$ cat config.mk
export PLATFORM = sky130hd
export DESIGN_NAME = cscirq_top
export DESIGN_NICKNAME = d
export VERILOG_FILES = /design/src/cscirq_pkg.sv /design/src/cscirq_pin_sync.sv /design/src/cscirq_top.sv
export VERILOG_INCLUDE_DIRS = /design/src
export SDC_FILE = /design/constraint.sdc
export NUM_CORES = 1
export LEC_CHECK = 0
export BUFFER_PORTS_ARGS = -buffer_cell sky130_fd_sc_hd__buf_2
export CORE_UTILIZATION = 47
export DETAILED_ROUTE_END_ITERATION = 6
export HOLD_SLACK_MARGIN = 0.15
export PLACE_DENSITY = 0.82
export SLEW_MARGIN = 10
export SYNTH_ARGS = -nofsm -noshare
export SYNTH_HDL_FRONTEND = slang
export SYNTH_SLANG_ARGS = --single-unit
$ cat constraint.sdc
create_clock -name CLK_I -period 2.7 [get_ports CLK_I]
set_clock_uncertainty 0.15 [all_clocks]
set_input_delay 0 -clock CLK_I [delete_from_list [all_inputs] [get_ports CLK_I]]
set_output_delay 0 -clock CLK_I [all_outputs]
set_load 0.02 [all_outputs]
$ cat src/cscirq_params.svh
// cscirq_params.svh: register indices, field positions and reset values
// of the card status change interrupt block.
// assumes: byte address of a register is four times its index.
`ifndef CSCIRQ_PARAMS_SVH
`define CSCIRQ_PARAMS_SVH

// ****************************************
// register indices (byte address = index * 4)
// ****************************************
`define CSCIRQ_IDX_GLOBAL   6'h1E
`define CSCIRQ_IDX_STATUS   6'h04
`define CSCIRQ_IDX_IRQ_CFG  6'h05
`define CSCIRQ_IDX_WIN_EN   6'h06
`define CSCIRQ_IDX_CLEAR    6'h3F

// ****************************************
// field positions
// ****************************************
`define CSCIRQ_POS_DETECT   3
`define CSCIRQ_POS_READY    2
`define CSCIRQ_POS_LOWBAT   1
`define CSCIRQ_POS_FAIL     0

// ****************************************
// reset values
// ****************************************
`define CSCIRQ_RST_GLOBAL   3'h0
`define CSCIRQ_RST_IRQ_CFG  8'h00
`define CSCIRQ_RST_WIN_EN   8'h00
`define CSCIRQ_RST_STATUS   4'h0
`define CSCIRQ_PIN_IDLE     6'h23

// ****************************************
// bus responses
// ****************************************
`define CSCIRQ_RESP_OKAY    2'h0
`define CSCIRQ_RESP_SLVERR  2'h2

`endif

$ cat src/cscirq_pkg.sv
// cscirq_pkg.sv: types of the card status change interrupt block.
// assumes: cscirq_params.svh holds the numbers.
`default_nettype none
package cscirq_pkg;

  // ****************************************
  // register layouts
  // ****************************************
  typedef struct packed {
    logic       io_card;
    logic       ring_enable;
    logic       explicit_wb;
  } cscirq_glob_s;

  typedef struct packed {
    logic [3:0] irq_route_select;
    logic       detect_change_irq_enable;
    logic       ready_rise_irq_enable;
    logic       low_battery_irq_enable;
    logic       battery_fail_irq_enable;
  } cscirq_cfg_s;

  typedef struct packed {
    logic [1:0] io_window_enables;
    logic       reserved;
    logic [4:0] memory_window_enables;
  } cscirq_win_s;

  // card pins, active-low ones marked _b
  typedef struct packed {
    logic       card_change_ring_line_b;
    logic       battery_fail;
    logic       low_battery;
    logic       ready;
    logic       card_detect_pin_b_b;
    logic       card_detect_pin_a_b;
  } cscirq_pins_s;

  // ****************************************
  // state of the top module, all but card_addr_q
  // ****************************************
  typedef struct packed {
    logic         aw_full;
    logic [5:0]   aw_idx;
    logic         w_full;
    logic [7:0]   w_byte;
    logic         w_lane0;
    logic         bvalid;
    logic [1:0]   bresp;
    logic         rvalid;
    logic [7:0]   rdata;
    logic [1:0]   rresp;
    cscirq_glob_s glob;
    cscirq_cfg_s  cfg;
    cscirq_win_s  win;
    logic [3:0]   status;
    logic [4:0]   mem_en;
    logic [1:0]   io_en;
  } cscirq_state_s;

endpackage
`default_nettype wire

$ cat src/cscirq_pin_sync.sv
// cscirq_pin_sync.sv: two-flop synchroniser with edge detect for card pins.
// assumes: pins are asynchronous to CLK_I; rise/fall look only at
// the second and third flops.
`timescale 1ns/100ps
`default_nettype none
module cscirq_pin_sync #(
  parameter int           W       = 6,
  parameter logic [W-1:0] RST_LVL = '0
) (
  input  wire logic         CLK_I,
  input  wire logic         RST_B_I,
  input  wire logic [W-1:0] pin_i,
  output logic      [W-1:0] lvl_o,
  output logic      [W-1:0] rise_o,
  output logic      [W-1:0] fall_o
);

  typedef struct packed {
    logic [W-1:0] s1;
    logic [W-1:0] s2;
    logic [W-1:0] s3;
  } cscirq_sync_s;

  cscirq_sync_s s_q;
  cscirq_sync_s s_d;

  always_comb
  begin
    s_d.s1 = pin_i;
    s_d.s2 = s_q.s1;
    s_d.s3 = s_q.s2;
  end

  always_ff @(posedge CLK_I or negedge RST_B_I)
  begin
    if (!RST_B_I)
    begin
      s_q <= {RST_LVL, RST_LVL, RST_LVL};
    end
    else
    begin
      s_q <= s_d;
    end
  end

  assign lvl_o  = s_q.s2;
  assign rise_o = s_q.s2 & ~s_q.s3;
  assign fall_o = ~s_q.s2 & s_q.s3;

endmodule // cscirq_pin_sync
`default_nettype wire

$ cat src/cscirq_top.sv
// cscirq_top.sv: card status change interrupt logic with AXI4-Lite
// register access, irq steering and window enable gating.
// assumes: card pins asynchronous; window hit inputs on CLK_I.
//
// How it works
// - memory card fail bit set on battery dead
// - I/O fail bit: ring line low, ring off
// - config register at index 05: route, enables
// - route code picks one irq line
// - route, detect and ready enables reset zero
// - detect pin change raises when enabled
// - ready rising edge raises when enabled
// - low battery raises, memory cards only
// - fail enable gates battery dead / ring
// - status reads zero where enable is zero
// - explicit mode: write one clears bit
// - implicit mode: status read clears bits
// - window enables gate card enables, address
`timescale 1ns/100ps
`include "cscirq_params.svh"
`default_nettype none
module cscirq_top
  import cscirq_pkg::*;
#(
  parameter int CARD_ADDR_W = 26
) (
  input  wire logic                   CLK_I,
  input  wire logic                   RST_B_I,
  input  wire logic [7:0]             S_AXI_AWADDR_I,
  input  wire logic                   S_AXI_AWVALID_I,
  output logic                        S_AXI_AWREADY_O,
  input  wire logic [31:0]            S_AXI_WDATA_I,
  input  wire logic [3:0]             S_AXI_WSTRB_I,
  input  wire logic                   S_AXI_WVALID_I,
  output logic                        S_AXI_WREADY_O,
  output logic [1:0]                  S_AXI_BRESP_O,
  output logic                        S_AXI_BVALID_O,
  input  wire logic                   S_AXI_BREADY_I,
  input  wire logic [7:0]             S_AXI_ARADDR_I,
  input  wire logic                   S_AXI_ARVALID_I,
  output logic                        S_AXI_ARREADY_O,
  output logic [31:0]                 S_AXI_RDATA_O,
  output logic [1:0]                  S_AXI_RRESP_O,
  output logic                        S_AXI_RVALID_O,
  input  wire logic                   S_AXI_RREADY_I,
  input  wire logic                   CARD_DETECT_PIN_A_B_I,
  input  wire logic                   CARD_DETECT_PIN_B_B_I,
  input  wire logic                   CARD_READY_I,
  input  wire logic                   LOW_BATTERY_I,
  input  wire logic                   BATTERY_FAIL_I,
  input  wire logic                   CARD_CHANGE_RING_LINE_B_I,
  input  wire logic [4:0]             MEM_HIT_I,
  input  wire logic [1:0]             IO_HIT_I,
  input  wire logic [CARD_ADDR_W-1:0] MEM_CARD_ADDR_I,
  output logic [4:0]                  CARD_MEM_EN_O,
  output logic [1:0]                  CARD_IO_EN_O,
  output logic [CARD_ADDR_W-1:0]      CARD_ADDR_O,
  output logic                        IRQ_O,
  output logic [15:0]                 IRQ_LINE_O,
  output logic [15:0]                 IRQ_LINE_OE_O
);

  // ****************************************
  // decoders
  // ****************************************
  function automatic logic [15:0] route_decode(input logic [3:0] code);
    logic [15:0] line;
    line = 16'h0000;
    unique case (code)
      4'h3:    line = 16'h0008;
      4'h4:    line = 16'h0010;
      4'h5:    line = 16'h0020;
      4'h7:    line = 16'h0080;
      4'h9:    line = 16'h0200;
      4'hA:    line = 16'h0400;
      4'hB:    line = 16'h0800;
      4'hC:    line = 16'h1000;
      4'hE:    line = 16'h4000;
      4'hF:    line = 16'h8000;
      default: line = 16'h0000;
    endcase
    return line;
  endfunction

  function automatic logic idx_mapped(input logic [5:0] idx);
    return (idx == `CSCIRQ_IDX_GLOBAL) || (idx == `CSCIRQ_IDX_STATUS) ||
           (idx == `CSCIRQ_IDX_IRQ_CFG) || (idx == `CSCIRQ_IDX_WIN_EN) ||
           (idx == `CSCIRQ_IDX_CLEAR);
  endfunction

  // ****************************************
  // card pins
  // ****************************************
  cscirq_pins_s pins_raw;
  cscirq_pins_s pins_rise;
  cscirq_pins_s pins_fall;

  assign pins_raw = '{card_change_ring_line_b: CARD_CHANGE_RING_LINE_B_I,
                      battery_fail:            BATTERY_FAIL_I,
                      low_battery:             LOW_BATTERY_I,
                      ready:                   CARD_READY_I,
                      card_detect_pin_b_b:     CARD_DETECT_PIN_B_B_I,
                      card_detect_pin_a_b:     CARD_DETECT_PIN_A_B_I};

  cscirq_pin_sync #(
    .W       (6),
    .RST_LVL (`CSCIRQ_PIN_IDLE)
  ) u_pin_sync (
    .CLK_I   (CLK_I),
    .RST_B_I (RST_B_I),
    .pin_i   (pins_raw),
    .lvl_o   (),
    .rise_o  (pins_rise),
    .fall_o  (pins_fall)
  );

  // ****************************************
  // state and event sources
  // ****************************************
  cscirq_state_s s_q;
  cscirq_state_s s_d;
  logic [CARD_ADDR_W-1:0] card_addr_q;
  logic [CARD_ADDR_W-1:0] card_addr_d;
  logic [3:0]             en;
  logic [3:0]             ev;
  logic [3:0]             set;
  logic [3:0]             clr;
  logic                   pending;
  logic                   do_write;
  logic                   ar_take;
  logic [5:0]             ar_idx;
  logic [4:0]             mem_open;

  assign en = s_q.cfg[3:0];

  assign ev[`CSCIRQ_POS_DETECT] = pins_rise.card_detect_pin_a_b | pins_fall.card_detect_pin_a_b |
                                  pins_rise.card_detect_pin_b_b | pins_fall.card_detect_pin_b_b;
  assign ev[`CSCIRQ_POS_READY]  = pins_rise.ready;
  assign ev[`CSCIRQ_POS_LOWBAT] = ~s_q.glob.io_card & pins_rise.low_battery;
  // I/O card ring line pulled low
  assign ev[`CSCIRQ_POS_FAIL]   = s_q.glob.io_card ?
                                  (~s_q.glob.ring_enable & pins_fall.card_change_ring_line_b) :
                                  pins_rise.battery_fail;

  assign set = ev & en;

  // interrupt held while an enabled bit is set
  assign pending = |(s_q.status & en);

  assign do_write = s_q.aw_full & s_q.w_full & ~s_q.bvalid;
  assign ar_take  = S_AXI_ARVALID_I & ~s_q.rvalid;
  assign ar_idx   = S_AXI_ARADDR_I[7:2];
  assign mem_open = MEM_HIT_I & s_q.win.memory_window_enables;

  // ****************************************
  // next state
  // ****************************************
  always_comb
  begin
    s_d         = s_q;
    clr         = 4'h0;
    card_addr_d = card_addr_q;

    if (S_AXI_AWVALID_I && !s_q.aw_full)
    begin
      s_d.aw_full = 1'b1;
      s_d.aw_idx  = S_AXI_AWADDR_I[7:2];
    end
    if (S_AXI_WVALID_I && !s_q.w_full)
    begin
      s_d.w_full  = 1'b1;
      s_d.w_byte  = S_AXI_WDATA_I[7:0];
      s_d.w_lane0 = S_AXI_WSTRB_I[0];
    end
    if (s_q.bvalid && S_AXI_BREADY_I)
    begin
      s_d.bvalid = 1'b0;
    end

    if (do_write)
    begin
      s_d.aw_full = 1'b0;
      s_d.w_full  = 1'b0;
      s_d.bvalid  = 1'b1;
      s_d.bresp   = idx_mapped(s_q.aw_idx) ? `CSCIRQ_RESP_OKAY : `CSCIRQ_RESP_SLVERR;
      if (s_q.w_lane0)
      begin
        unique case (s_q.aw_idx)
          `CSCIRQ_IDX_GLOBAL:  s_d.glob = s_q.w_byte[2:0];
          // in explicit mode, write one to a set bit acknowledges it
          `CSCIRQ_IDX_STATUS:  clr = s_q.glob.explicit_wb ? s_q.w_byte[3:0] : 4'h0;
          `CSCIRQ_IDX_IRQ_CFG: s_d.cfg = s_q.w_byte;
          // window enables, bit 5 held zero
          `CSCIRQ_IDX_WIN_EN:  s_d.win = {s_q.w_byte[7:6], 1'b0, s_q.w_byte[4:0]};
          `CSCIRQ_IDX_CLEAR:   clr = s_q.w_byte[3:0];
          default:             clr = 4'h0;
        endcase
      end
    end

    if (s_q.rvalid && S_AXI_RREADY_I)
    begin
      s_d.rvalid = 1'b0;
    end
    if (ar_take)
    begin
      s_d.rvalid = 1'b1;
      s_d.rresp  = idx_mapped(ar_idx) ? `CSCIRQ_RESP_OKAY : `CSCIRQ_RESP_SLVERR;
      unique case (ar_idx)
        `CSCIRQ_IDX_GLOBAL:  s_d.rdata = {5'h00, s_q.glob};
        `CSCIRQ_IDX_STATUS:
        begin
          s_d.rdata = {4'h0, s_q.status & en};
          if (!s_q.glob.explicit_wb)
          begin
            clr = clr | (s_q.status & en);
          end
        end
        `CSCIRQ_IDX_IRQ_CFG: s_d.rdata = s_q.cfg;
        `CSCIRQ_IDX_WIN_EN:  s_d.rdata = s_q.win;
        default:             s_d.rdata = 8'h00;
      endcase
    end

    // a source firing in the clearing cycle stays set
    s_d.status = (s_q.status & ~clr) | set;

    s_d.mem_en = mem_open;
    s_d.io_en  = IO_HIT_I & s_q.win.io_window_enables;
    if (|mem_open)
    begin
      card_addr_d = MEM_CARD_ADDR_I;
    end
  end

  // ****************************************
  // registers
  // ****************************************
  always_ff @(posedge CLK_I or negedge RST_B_I)
  begin
    if (!RST_B_I)
    begin
      s_q         <= '0;
      s_q.cfg     <= `CSCIRQ_RST_IRQ_CFG;
      s_q.win     <= `CSCIRQ_RST_WIN_EN;
      s_q.glob    <= `CSCIRQ_RST_GLOBAL;
      s_q.status  <= `CSCIRQ_RST_STATUS;
      card_addr_q <= '0;
    end
    else
    begin
      s_q         <= s_d;
      card_addr_q <= card_addr_d;
    end
  end

  // ****************************************
  // outputs
  // ****************************************
  assign S_AXI_AWREADY_O = ~s_q.aw_full;
  assign S_AXI_WREADY_O  = ~s_q.w_full;
  assign S_AXI_BVALID_O  = s_q.bvalid;
  assign S_AXI_BRESP_O   = s_q.bresp;
  assign S_AXI_ARREADY_O = ~s_q.rvalid;
  assign S_AXI_RVALID_O  = s_q.rvalid;
  assign S_AXI_RDATA_O   = {24'h000000, s_q.rdata};
  assign S_AXI_RRESP_O   = s_q.rresp;
  assign CARD_MEM_EN_O   = s_q.mem_en;
  assign CARD_IO_EN_O    = s_q.io_en;
  assign CARD_ADDR_O     = card_addr_q;
  assign IRQ_O           = pending;

  // reserved or zero code leaves lines floating
  assign IRQ_LINE_OE_O   = route_decode(s_q.cfg.irq_route_select);
  assign IRQ_LINE_O      = IRQ_LINE_OE_O & {16{pending}};
endmodule // cscirq_top
`default_nettype wire

Word level (Yosys, flattened, before mapping). Memory sizes are Yosys's and may differ from the RTL's. Index checks and enable logic that the tools add are counted.

Flip-flop bits (word level): 104. Bits in latches: 0. Memory bits (writable): 0. Bits in read-only memories: 160. Input bits: 98. Output and inout bits: 107. Memories: 1.

Memories: (name not given) (depth 16, bits a word 10, read ports 1, clocked after memory_dff 0, write ports 0, RTL line cscirq_top.sv:69) `unique case (code)`.

$add $sub $neg: 0. Multipliers: 0. Div/mod/pow operators: 0. Magnitude comparators: 0. Equal/unequal tests: 10. Shift operators: 0. Muxes and demuxes: 19. Bitwise operators: 27. Reductions and logical operators: 23.

Operators with widths (number): 6-bit by 3-bit == test with 1-bit output, second input constant (6); 8-bit one-hot mux with 4 select lines (1); 4-bit two-way mux (6); 16-bit bitwise AND (1); 4-bit bitwise AND (3); 6-bit by 5-bit == test with 1-bit output, second input constant (2); 6-bit == test, second input constant (2); 11-bit two-way mux (1); 5-bit bitwise AND (2); 10-bit two-way mux (1); 3-bit AND reduction (3); 1-bit logical OR (8); 4-bit bitwise OR (2); 4-bit one-hot mux with 2 select lines (1); 2-bit nonzero test (4); 7-bit two-way mux (1); 6-bit bitwise AND (1); 1-bit inverter (6); 6-bit inverter (1); 1-bit bitwise AND (5); 1-bit two-way mux (5); 5-bit inverter (1); 5-bit OR reduction (1); 1-bit logical AND (4); 7 further kinds (11).

Logic depth before layout (Yosys ltp). Gate-level depths: netlist of the first run.

Depth after elaboration: 11. Gate-level depth with buffers: 6. Gate-level depth less buffers: 4.

Hierarchy. A second synthesis of the first run with hierarchy kept.

Cell total of the unflattened synthesis: 397. Area total of the unflattened synthesis: 4633.2 um^2.

Modules (own cells, without submodules): cscirq_top (times used 1, cells each 361, area an instance 4021.4 um^2); cscirq_pin_sync (times used 1, cells each 36, area an instance 611.8 um^2).

Worst setup path before layout of the first run. Ideal clock, no wire load.

Path kind: register -> register. Start: register s_q[14] (netlist bit). End: register card_addr_q[10], in the netlist CARD_ADDR_O[10]. Setup time: 125 ps. Arrival time: 1689 ps. Data required time: 2425 ps. Setup slack: 736 ps. Cell stages (with the launch flop): 7. Path buffers: 2. Cell sequence: dfrtp_1 > and2_4 > or2_1 > or4_1 > buf_6 > buf_12 > mux2_4.

Word-level cells in the longest chain between the ends: 2.

RTL lines: start: declaration (RTL line cscirq_top.sv:120) `cscirq_state_s s_q;`; 5-bit bitwise AND (RTL line cscirq_top.sv:153) `assign mem_open = MEM_HIT_I & s_q.win.memory_window_enables;`; via mem_open[3] (RTL line cscirq_top.sv:132) `logic [4:0] mem_open;`; 5-bit OR reduction (RTL line cscirq_top.sv:230) `if (|mem_open)`; end signal: assignment (RTL line cscirq_top.sv:253) `card_addr_q <= card_addr_d;`; end: declaration (RTL line cscirq_top.sv:122) `logic [CARD_ADDR_W-1:0] card_addr_q;`.

The timed path passes the listed nets, and every way through them passes these cells. A chain may end at the register's enable or synchronous reset.

Worst setup path in the final report of the first run.
Start: input S_AXI_ARADDR_I[5]. End: register s_q, in the netlist S_AXI_RDATA_O[7].

Word-level cells in the longest chain between the ends: 2.

RTL lines: start: declaration (RTL line cscirq_top.sv:39) `input wire logic [7:0] S_AXI_ARADDR_I,`; 6-bit by 3-bit == test with 1-bit output / 6-bit by 5-bit == test with 1-bit output (equally long branches) (RTL line cscirq_top.sv:209) `unique case (ar_idx)`; 8-bit one-hot mux with 4 select lines * (RTL line cscirq_top.sv:209).

Mark *: on every way between the ends. The rest lies on a longest branch, timed or not.

==> results of run 1 <==
-- where the power goes --
part	total, mW	internal [mW]	switching, mW
Sequential	2.50	2.07	0.433
Combinational	2.31	1.21	1.10
Clock	1.02	0.521	0.497
Total	5.84	3.81	2.03
-- state kept, by name (all words and copies together) (netlist names) --
register / count
u_pin_sync.s_d: 6
CARD_ADDR_O: 26
s_q: 35
S_AXI_RDATA_O: 8
u_pin_sync.s_q: 6
CARD_MEM_EN_O: 5
CARD_IO_EN_O: 2
S_AXI_BRESP_O: 1
en: 4
S_AXI_RRESP_O: 1
S_AXI_BVALID_O: 1
S_AXI_RVALID_O: 1
u_pin_sync.lvl_o: 6
-- cells in the mapped netlist (5+ instances only) --
cell / number
dfrtp_1: 93
buf_4: 55
mux2_2: 39
nand2_1: 21
mux2_4: 20
o21ai_0: 17
nor2_1: 12
nor3_1: 11
dfstp_2: 9
nand3_1: 9
clkbuf_1: 8
nor2b_1: 8
a22oi_1: 6
and2_1: 6
inv_1: 5
nand2b_1: 5
-- kinds of logic after synthesis --
logic type                count (synthesis)
AOI/OAI and AO/OA                        39
xor gates and xnor gates                  2
buffers and inverters                    71
DFF                                     102
muxes                                    59
other                                     1
and+or+nand+nor                          88
-- worst max-delay path, stage by stage --
cell,delay [ns]
dlygate4sd3_1,0.54
buf_2,0.14
nor4b_1,0.36
buf_4,0.19
nand3_1,0.07
dlygate4sd3_1,0.60
o21ai_0,0.18
dlygate4sd3_1,0.57
-- area by class of cell --
cell class | instances | area share
Inverter | 5 | 0.00306
Timing Repair Buffer | 222 | 0.251
Clock inverter | 6 | 0.0136
Clock buffer | 10 | 0.0208
Tap cell | 129 | 0.0263
Sequential cell | 102 | 0.417
Multi-Input combinational cell | 226 | 0.267
-- repair_timing --
item,in CTS,in global routing
setup endpoints to repair,0,0
endpoints found under the hold margin,164,0
hold buffers,81,0
-- per-stage QoR --
step	total power, mW	area [um2]	utilization	hold WS, ns	setup WS, ns
after detailed placement	4.74	5110	0.548	-0.117	0.628
final	5.84	6140	0.658	0.156	0.184
after global placement	4.64	5110	0.548	-0.128	0.651
after global routing	6.18	6140	0.658	0.166	0.0587
after CTS	5.86	6140	0.658	0.151	0.264
after floorplan	4.30	4720	-	-0.446	0.736
-- per-layer routing --
metal,global-route usage,part of all wire,vias to the layer above
met1,0.247,0.41,1589
met3,0.0284,0.048,20
met4,0.0792,0.018,0
li1,-,-,1571
met5,0,0,-
met2,0.360,0.52,118
-- final timing paths --
| path | endpoint | cells after the start |
|---|---|---|
| worst max-delay path | S_AXI_RDATA_O[7]$_DFFE_PN0P_ | 8 |
| worst min-delay path | u_pin_sync.s_d[10]$_DFF_PN0_ | 2 |
| worst max register to register | S_AXI_RDATA_O[3]$_DFFE_PN0P_ | 6 |
| worst min register to register | u_pin_sync.lvl_o[4]$_DFF_PN0_ | 0 |
| max in group asynchronous | u_pin_sync.s_q[5]$_DFF_PN1_ | 4 |
| min in group asynchronous | S_AXI_BVALID_O$_DFFE_PN0P_ | 4 |
==> flow_metrics.tcl, run 1 <==
set metrics [dict create \
    status "complete, no violations" \
    multi_input_area_mm2 0.00164 \
    grt-ovfl-total 0 \
    drive_above_1_share 0.403 \
    max_cap_viol_count 0 \
    syn_area_mm2 0.00458 \
    ys.flop_type "dfrtp_1" \
    wl_per_cell_um 14.0 \
    drc 0 \
    grt_max_degree 44 \
    tightest_slew_ns 0.553 \
    ir_drop_uv 572 \
    layout_common_cells "buf_2 (134), dfrtp_1 (93), dlygate4sd3_1 (80)" \
    io_buffers 135 \
    first_pass_iters 4 \
    synthMuxAreaShare 0.161 \
    power.leakage_nw 3.01 \
    syn_area_per_cell_um2 12.7 \
    first_global_vias 3359 \
    cts_tree "done" \
    place.gp.congestion 0.769 \
    regArea_mm2 0.00256 \
    grt.total_usage 0.202 \
    period_minus_slack_ns 2.52 \
    min_path_type "primary input to register" \
    hold_violations 0 \
    max_freq_ghz 0.397 \
    r2r_start "s_q[10]$_DFF_PN0_" \
    ios 205 \
    cts_buffers 9 \
    startpoint_type "primary input" \
    cts-htree-levels 3 \
    synth_cell_types 42 \
    wl_mm 9.78 \
    die_area_mm2 0.0101 \
    synth_top_area_frac 0.508 \
    crit_start "S_AXI_ARADDR_I[5]" \
    dp_cells 603 \
    antennaDiodeCount 0 \
    fin_nets 664 \
    ys_top_cells_by_area "dfrtp_1 (51%), mux2_2 (9.6%), buf_4 (9.0%)" \
    crit_type "primary input to register" \
    cts_sinks 102 \
    fin_tns_setup_ns 0 \
    fin_cells 700 \
    synth_xor_area_frac 0.00382 \
    die_x_um 101 \
    cp.arrival_ns 2.66 \
    async_flop_share 1.00 \
    vias 3298 \
    drt-vias-per-instance 4.71 \
    grt_setup_unrepaired "no" \
    path_clk_slew_ns 0.09 \
    grt_pass1_wl_mm 15.7 \
    syn_inst 362 \
    layout_worst_path_cycle_share 0.932 \
    synth_edf_count 0 \
    area_growth_pct 34.1 \
    max-slew-margin-rel 0.626 \
    drv_slew 0 \
    worst-path-max-fanout 4 \
    worstHoldStart "BATTERY_FAIL_I" \
    rrSetupSlack_ns 0.51 \
    antenna_found_initial 0 \
    end_kind "register" \
    ys_warn_count 0 \
    ctsResizeCount 0 \
    rows 35 \
    yosysSeqAreaShare 0.560 \
    finalSetupViolations 0 \
    post-cts-setup-buffers 0 \
    cp.required_ns 2.84 \
    cts.path.max_buffers 2 \
    synth_top_family_by_area "multiplexers" \
    ys_ff_latch 102 \
    synthSimpleGateAreaFrac 0.105 \
    initial_core_util 0.491 \
    antenna_left 0 \
    powerDensity_mw_per_mm2 950 \
    synth_compound_area_frac 0.0571 \
    die_h_um 101 \
    core_mm2 0.00933 \
    synthAdderAreaFrac 0 \
    dp_hpwl_mm 6.54 \
    cts-root-buf "clkbuf_8" \
    yosys.area.top_type "dfrtp_1" \
    n_fill_cell 740 \
    worstSkewPairLatency_ns 0.35 \
    final_common_cell "buf_2" \
    drt_iter0_markers 145 \
]
Power figures use the tool's default switching activity.
==> run 2, diff against run 1 <==
--- a/config.mk
+++ b/config.mk
@@ -7,10 +7,11 @@
 export NUM_CORES = 1
 export LEC_CHECK = 0
 export BUFFER_PORTS_ARGS = -buffer_cell sky130_fd_sc_hd__buf_2
-export CORE_UTILIZATION = 47
+export CORE_MARGIN = 2
+export CORE_UTILIZATION = 43
 export DETAILED_ROUTE_END_ITERATION = 6
 export HOLD_SLACK_MARGIN = 0.15
-export PLACE_DENSITY = 0.82
+export PLACE_DENSITY = 0.79
 export SLEW_MARGIN = 10
 export SYNTH_ARGS = -nofsm -noshare
 export SYNTH_HDL_FRONTEND = slang
==> constraint.sdc (replaced) <==
create_clock -name CLK_I -period 2.2 [get_ports CLK_I]
set_clock_uncertainty 0.15 [all_clocks]
set_input_delay 0 -clock CLK_I [delete_from_list [all_inputs] [get_ports CLK_I]]
set_output_delay 0 -clock CLK_I [all_outputs]
set_load 0.02 [all_outputs]
==> flow_metrics.tcl, run 2 (synthesis gave the netlist of run 1 again) <==
set metrics [dict create \
    max-slew-margin-rel 0.419 \
    place_ws_ns 0.0922 \
    tightest_slew_ns 0.869 \
    hold_violations 0 \
    worstSkewPairLatency_ns 0.36 \
    cts-root-buf "clkbuf_8" \
    cpLargestDelayFamily "buffers and inverters" \
    cts_buffers 9 \
    startpoint_type "primary input" \
    grt_setup_unrepaired "no" \
    dp_cells 610 \
    cts_sinks 102 \
    grt_max_degree 54 \
    first_global_vias 3296 \
    finalSetupViolations 0 \
    cts.path.max_buffers 2 \
    die_h_um 107 \
    crit_type "primary input to register" \
    cp.required_ns 2.30 \
    cpPeakStageDelay_ns 0.60 \
    fin_cells 711 \
    regMostFlops "s_q" \
    p_sw_mw 2.56 \
    fin_nets 668 \
    comb_power_share 0.414 \
    netSwitchingFraction 0.361 \
    status "complete, no violations" \
    layout_worst_path_cycle_share 0.981 \
    end_kind "register" \
    rrSetupSlack_ns 0.07 \
    powerDensity_mw_per_mm2 1140 \
    clkPwrFrac 0.154 \
    grt-ovfl-total 0 \
    worst-path-max-fanout 10 \
    wl_per_cell_um 13.8 \
    multi_input_area_mm2 0.00165 \
    area_growth_pct 35.1 \
    vias 3368 \
    crit_chain "dlygate4sd3_1 -> buf_4 -> nor2b_2 -> dlygate4sd3_1 -> a22oi_1 -> dlygate4sd3_1 -> o21ai_0" \
    n_fill_cell 832 \
    cts-htree-levels 3 \
    min_path_type "primary input to register" \
    final_cell_area_mm2 0.00619 \
    slowest_stage "dlygate4sd3_1" \
    seqPwrFrac 0.432 \
    utilization 0.599 \
    io_buffers 135 \
    ios 205 \
    largest_reg_flops 35 \
    drt_iter0_markers 146 \
    p_total_mw 7.08 \
    met1_length_mm 4.08 \
    drc 0 \
    dp_hpwl_mm 6.81 \
    antenna_left 0 \
    rows 37 \
    cts_tree "done" \
    place.gp.congestion 0.815 \
    grt_pass1_wl_mm 15.6 \
    drv_slew 0 \
    wl_met2_mm 5.07 \
    die_x_um 107 \
    cp.arrival_ns 2.26 \
    path_clk_slew_ns 0.10 \
    max_cap_viol_count 0 \
    period_minus_slack_ns 2.16 \
    ir_drop_uv 851 \
    core_mm2 0.0103 \
    max_freq_ghz 0.463 \
    fin_ws_ns 0.0423 \
    grt.total_usage 0.172 \
    top_layer "met4" \
    wl_met3_um 593 \
    cp.buffers_inverters 4 \
    final_common_cell "buf_2" \
    antenna_found_initial 0 \
    wl_mm 9.84 \
    die_area_mm2 0.0115 \
    first_pass_iters 4 \
    whs_ns 0.207 \
    antennaDiodeCount 0 \
    drt-vias-per-instance 4.74 \
    layout_common_cells "buf_2 (133), dfrtp_1 (93), dlygate4sd3_1 (85)" \
    internal_power_mw 4.53 \
    power.leakage_nw 3.01 \
    cpMostUsedCell "dlygate4sd3_1" \
    drive_above_1_share 0.405 \
    fin_tns_setup_ns 0 \
    regArea_mm2 0.00256 \
    dpl-instance-area_mm2 0.00514 \
    initial_core_util 0.444 \
]
run 2: power groups by stage:
stage	sequential, mW	combinational, mW	clock, mW
detailed placement	3.09	2.78	0
global placement	3.04	2.70	0
finish	3.06	2.93	1.09
global route	3.16	3.14	1.23
floorplan	3.26	2.02	0
CTS	3.06	2.94	1.15
run 2: path summary, 6_finish.rpt:
path                                        startpoint                             to  cells after the start
max                                  S_AXI_ARADDR_I[2]   S_AXI_RDATA_O[4]$_DFFE_PN0P_                      7
min                                     S_AXI_BREADY_I     S_AXI_BVALID_O$_DFFE_PN0P_                      3
max reg2reg                        s_q[57]$_DFFE_PN0P_            s_q[25]$_DFFE_PN0P_                      4
min reg2reg                u_pin_sync.s_d[8]$_DFF_PN0_  u_pin_sync.lvl_o[2]$_DFF_PN0_                      0
max in group asynchronous                      RST_B_I    CARD_ADDR_O[17]$_DFFE_PN0P_                      3
min in group asynchronous                      RST_B_I   u_pin_sync.s_d[11]$_DFF_PN1_                      3
run 2: worst reg2reg max path: cells and delay by family (launching register included):
kind          cells  cell delay, ns
simple gates      3            1.10
mux               1            0.36
flops             1            0.41
run 2: timing repair:
item / in CTS / in global routing
resized for setup: 0 / 5
hold buffers: 84 / 2
endpoints found under the setup margin: 0 / 3
setup buffers: 0 / 0
hold endpoints to repair: 173 / 3
run 2: area by class of cell:
| type | count | share of cell area |
|---|---|---|
| Sequential cell | 102 | 0.414 |
| Multi-Input combinational cell | 226 | 0.267 |
| Timing Repair Buffer | 226 | 0.259 |
| Tap cell | 136 | 0.0275 |
| Clock buffer | 9 | 0.0200 |
| Clock inverter | 7 | 0.00930 |
| Inverter | 5 | 0.00303 |
run 2: routing by layer:
| layer | vias up | track usage |
|---|---|---|
| met5 | - | 0 |
| met4 | 0 | 0.0455 |
| met3 | 9 | 0.0377 |
| met2 | 133 | 0.302 |
| met1 | 1653 | 0.216 |
| li1 | 1573 | - |
==> run 3, diff against run 2 <==
--- a/config.mk
+++ b/config.mk
@@ -12,6 +12,7 @@
 export DETAILED_ROUTE_END_ITERATION = 6
 export HOLD_SLACK_MARGIN = 0.15
 export PLACE_DENSITY = 0.79
+export RECOVER_POWER = 50
 export SLEW_MARGIN = 10
 export SYNTH_ARGS = -nofsm -noshare
 export SYNTH_HDL_FRONTEND = slang
==> flow_metrics.tcl, run 3 (synthesis gave the netlist of run 1 again) <==
set metrics [dict create \
    status "complete, no violations" \
    grt_max_degree 54 \
    cp.required_ns 2.30 \
    powerDensity_mw_per_mm2 1150 \
    rows 37 \
    antenna_found_initial 0 \
    io_buffers 135 \
    clkPwrFrac 0.157 \
    layout_common_cells "dfrtp_1 (93), dlygate4sd3_1 (85), buf_2 (85)" \
    grt-ovfl-total 0 \
    die_x_um 107 \
    die_h_um 107 \
    ios 205 \
    fin_tns_setup_ns 0 \
    drt-vias-per-instance 4.71 \
    max_cap_viol_count 0 \
    fin_ws_ns 0.0475 \
    antenna_left 0 \
    slowest_stage "dlygate4sd3_1" \
    comb_power_share 0.404 \
    vias 3349 \
    place_ws_ns 0.0922 \
    drv_slew 0 \
    worstSkewPairLatency_ns 0.36 \
    cts_buffers 9 \
    power.leakage_nw 2.83 \
    cts_tree "done" \
    worst-path-max-fanout 10 \
    drive_above_1_share 0.311 \
    drc 0 \
    initial_core_util 0.444 \
    seqPwrFrac 0.439 \
    final_cell_area_mm2 0.00610 \
    ir_drop_uv 851 \
    final_common_cell "dfrtp_1" \
    cts.path.max_buffers 2 \
    whs_ns 0.204 \
    netSwitchingFraction 0.367 \
    crit_chain "dlygate4sd3_1 -> buf_4 -> nor2b_2 -> dlygate4sd3_1 -> a22oi_1 -> dlygate4sd3_1 -> o21ai_0" \
    max_freq_ghz 0.465 \
    regMostFlops "s_q" \
    tightest_slew_ns 0.870 \
    grt_pass1_wl_mm 15.6 \
    first_global_vias 3296 \
    dp_hpwl_mm 6.81 \
    hold_violations 0 \
    cts-root-buf "clkbuf_8" \
    largest_reg_flops 35 \
    grt.total_usage 0.172 \
    first_pass_iters 4 \
    grt_setup_unrepaired "no" \
    internal_power_mw 4.42 \
    p_sw_mw 2.57 \
    antennaDiodeCount 0 \
    cts-htree-levels 3 \
    crit_type "primary input to register" \
    cpMostUsedCell "dlygate4sd3_1" \
    layout_worst_path_cycle_share 0.978 \
    cts_sinks 102 \
    finalSetupViolations 0 \
    area_growth_pct 33.3 \
    wl_mm 9.84 \
    wl_per_cell_um 13.8 \
    drt_iter0_markers 131 \
    fin_nets 668 \
    core_mm2 0.0103 \
    startpoint_type "primary input" \
    place.gp.congestion 0.815 \
    period_minus_slack_ns 2.15 \
    post-cts-setup-buffers 0 \
    path_clk_slew_ns 0.10 \
    dpl-instance-area_mm2 0.00514 \
    die_area_mm2 0.0115 \
    max-slew-margin-rel 0.418 \
    end_kind "register" \
    cpPeakStageDelay_ns 0.60 \
    min_path_type "primary input to register" \
    cp.arrival_ns 2.25 \
]
==> run 3: final timing paths <==
check	from	endpoint	slack [ns]	cells after the start
setup / recovery	S_AXI_ARADDR_I[2]	S_AXI_RDATA_O[4]$_DFFE_PN0P_	0.05	7
hold / removal	S_AXI_BREADY_I	S_AXI_BVALID_O$_DFFE_PN0P_	0.20	3
setup reg to reg	s_q[57]$_DFFE_PN0P_	s_q[25]$_DFFE_PN0P_	0.08	4
hold reg to reg	u_pin_sync.s_d[8]$_DFF_PN0_	u_pin_sync.lvl_o[2]$_DFF_PN0_	0.21	0
max in group asynchronous	RST_B_I	CARD_MEM_EN_O[1]$_DFF_PN0_	0.44	4
min in group asynchronous	RST_B_I	u_pin_sync.s_d[11]$_DFF_PN1_	0.70	3
==> run 3: layout make-up <==
class	count	area (um2)
clock buffer	9	124
multi-input combinational	226	1650
clock inverter	7	57.6
inverter	5	18.8
fill	868	4220
tap	136	170
timing repair buffer	226	1520
sequential	102	2560
==> run 3: critical path, delay by kind of cell <==
family,cells,cell delay (ns)
buffers and inverters,4,1.88
AOI/OAI and AO/OA,2,0.21
and+or+nand+nor,1,0.17
==> run 3: through the flow <==
stage	power (mW)	instances	utilization
after floorplan	5.28	399	-
after global placement	5.74	610	0.498
after detailed placement	5.87	610	0.498
after CTS	7.14	710	0.597
after global routing	7.44	711	0.591
final	6.99	711	0.591
==> run 3: power by group through the flow <==
stage	combinational [mW]	clock (mW)	sequential, mW
4_1_cts	2.94	1.15	3.06
2_1_floorplan	2.02	0	3.26
5_1_grt	3.04	1.23	3.17
3_5_place_dp	2.78	0	3.09
3_3_place_gp	2.70	0	3.04
6_report	2.83	1.10	3.07
==> run 3: what timing repair did <==
item,CTS,global route
hold endpoints to repair,173,3
endpoints found under the setup margin,0,3
gates resized for setup,0,5
hold buffers,84,2
==> run 3: layer usage <==
metal  GRT usage  up-vias  share of wire
li1            -     1576              -
met1       0.216     1629           0.42
met2       0.302      132           0.51
met3      0.0377       12          0.064
met4      0.0455        0          0.011
met5           0        -              0
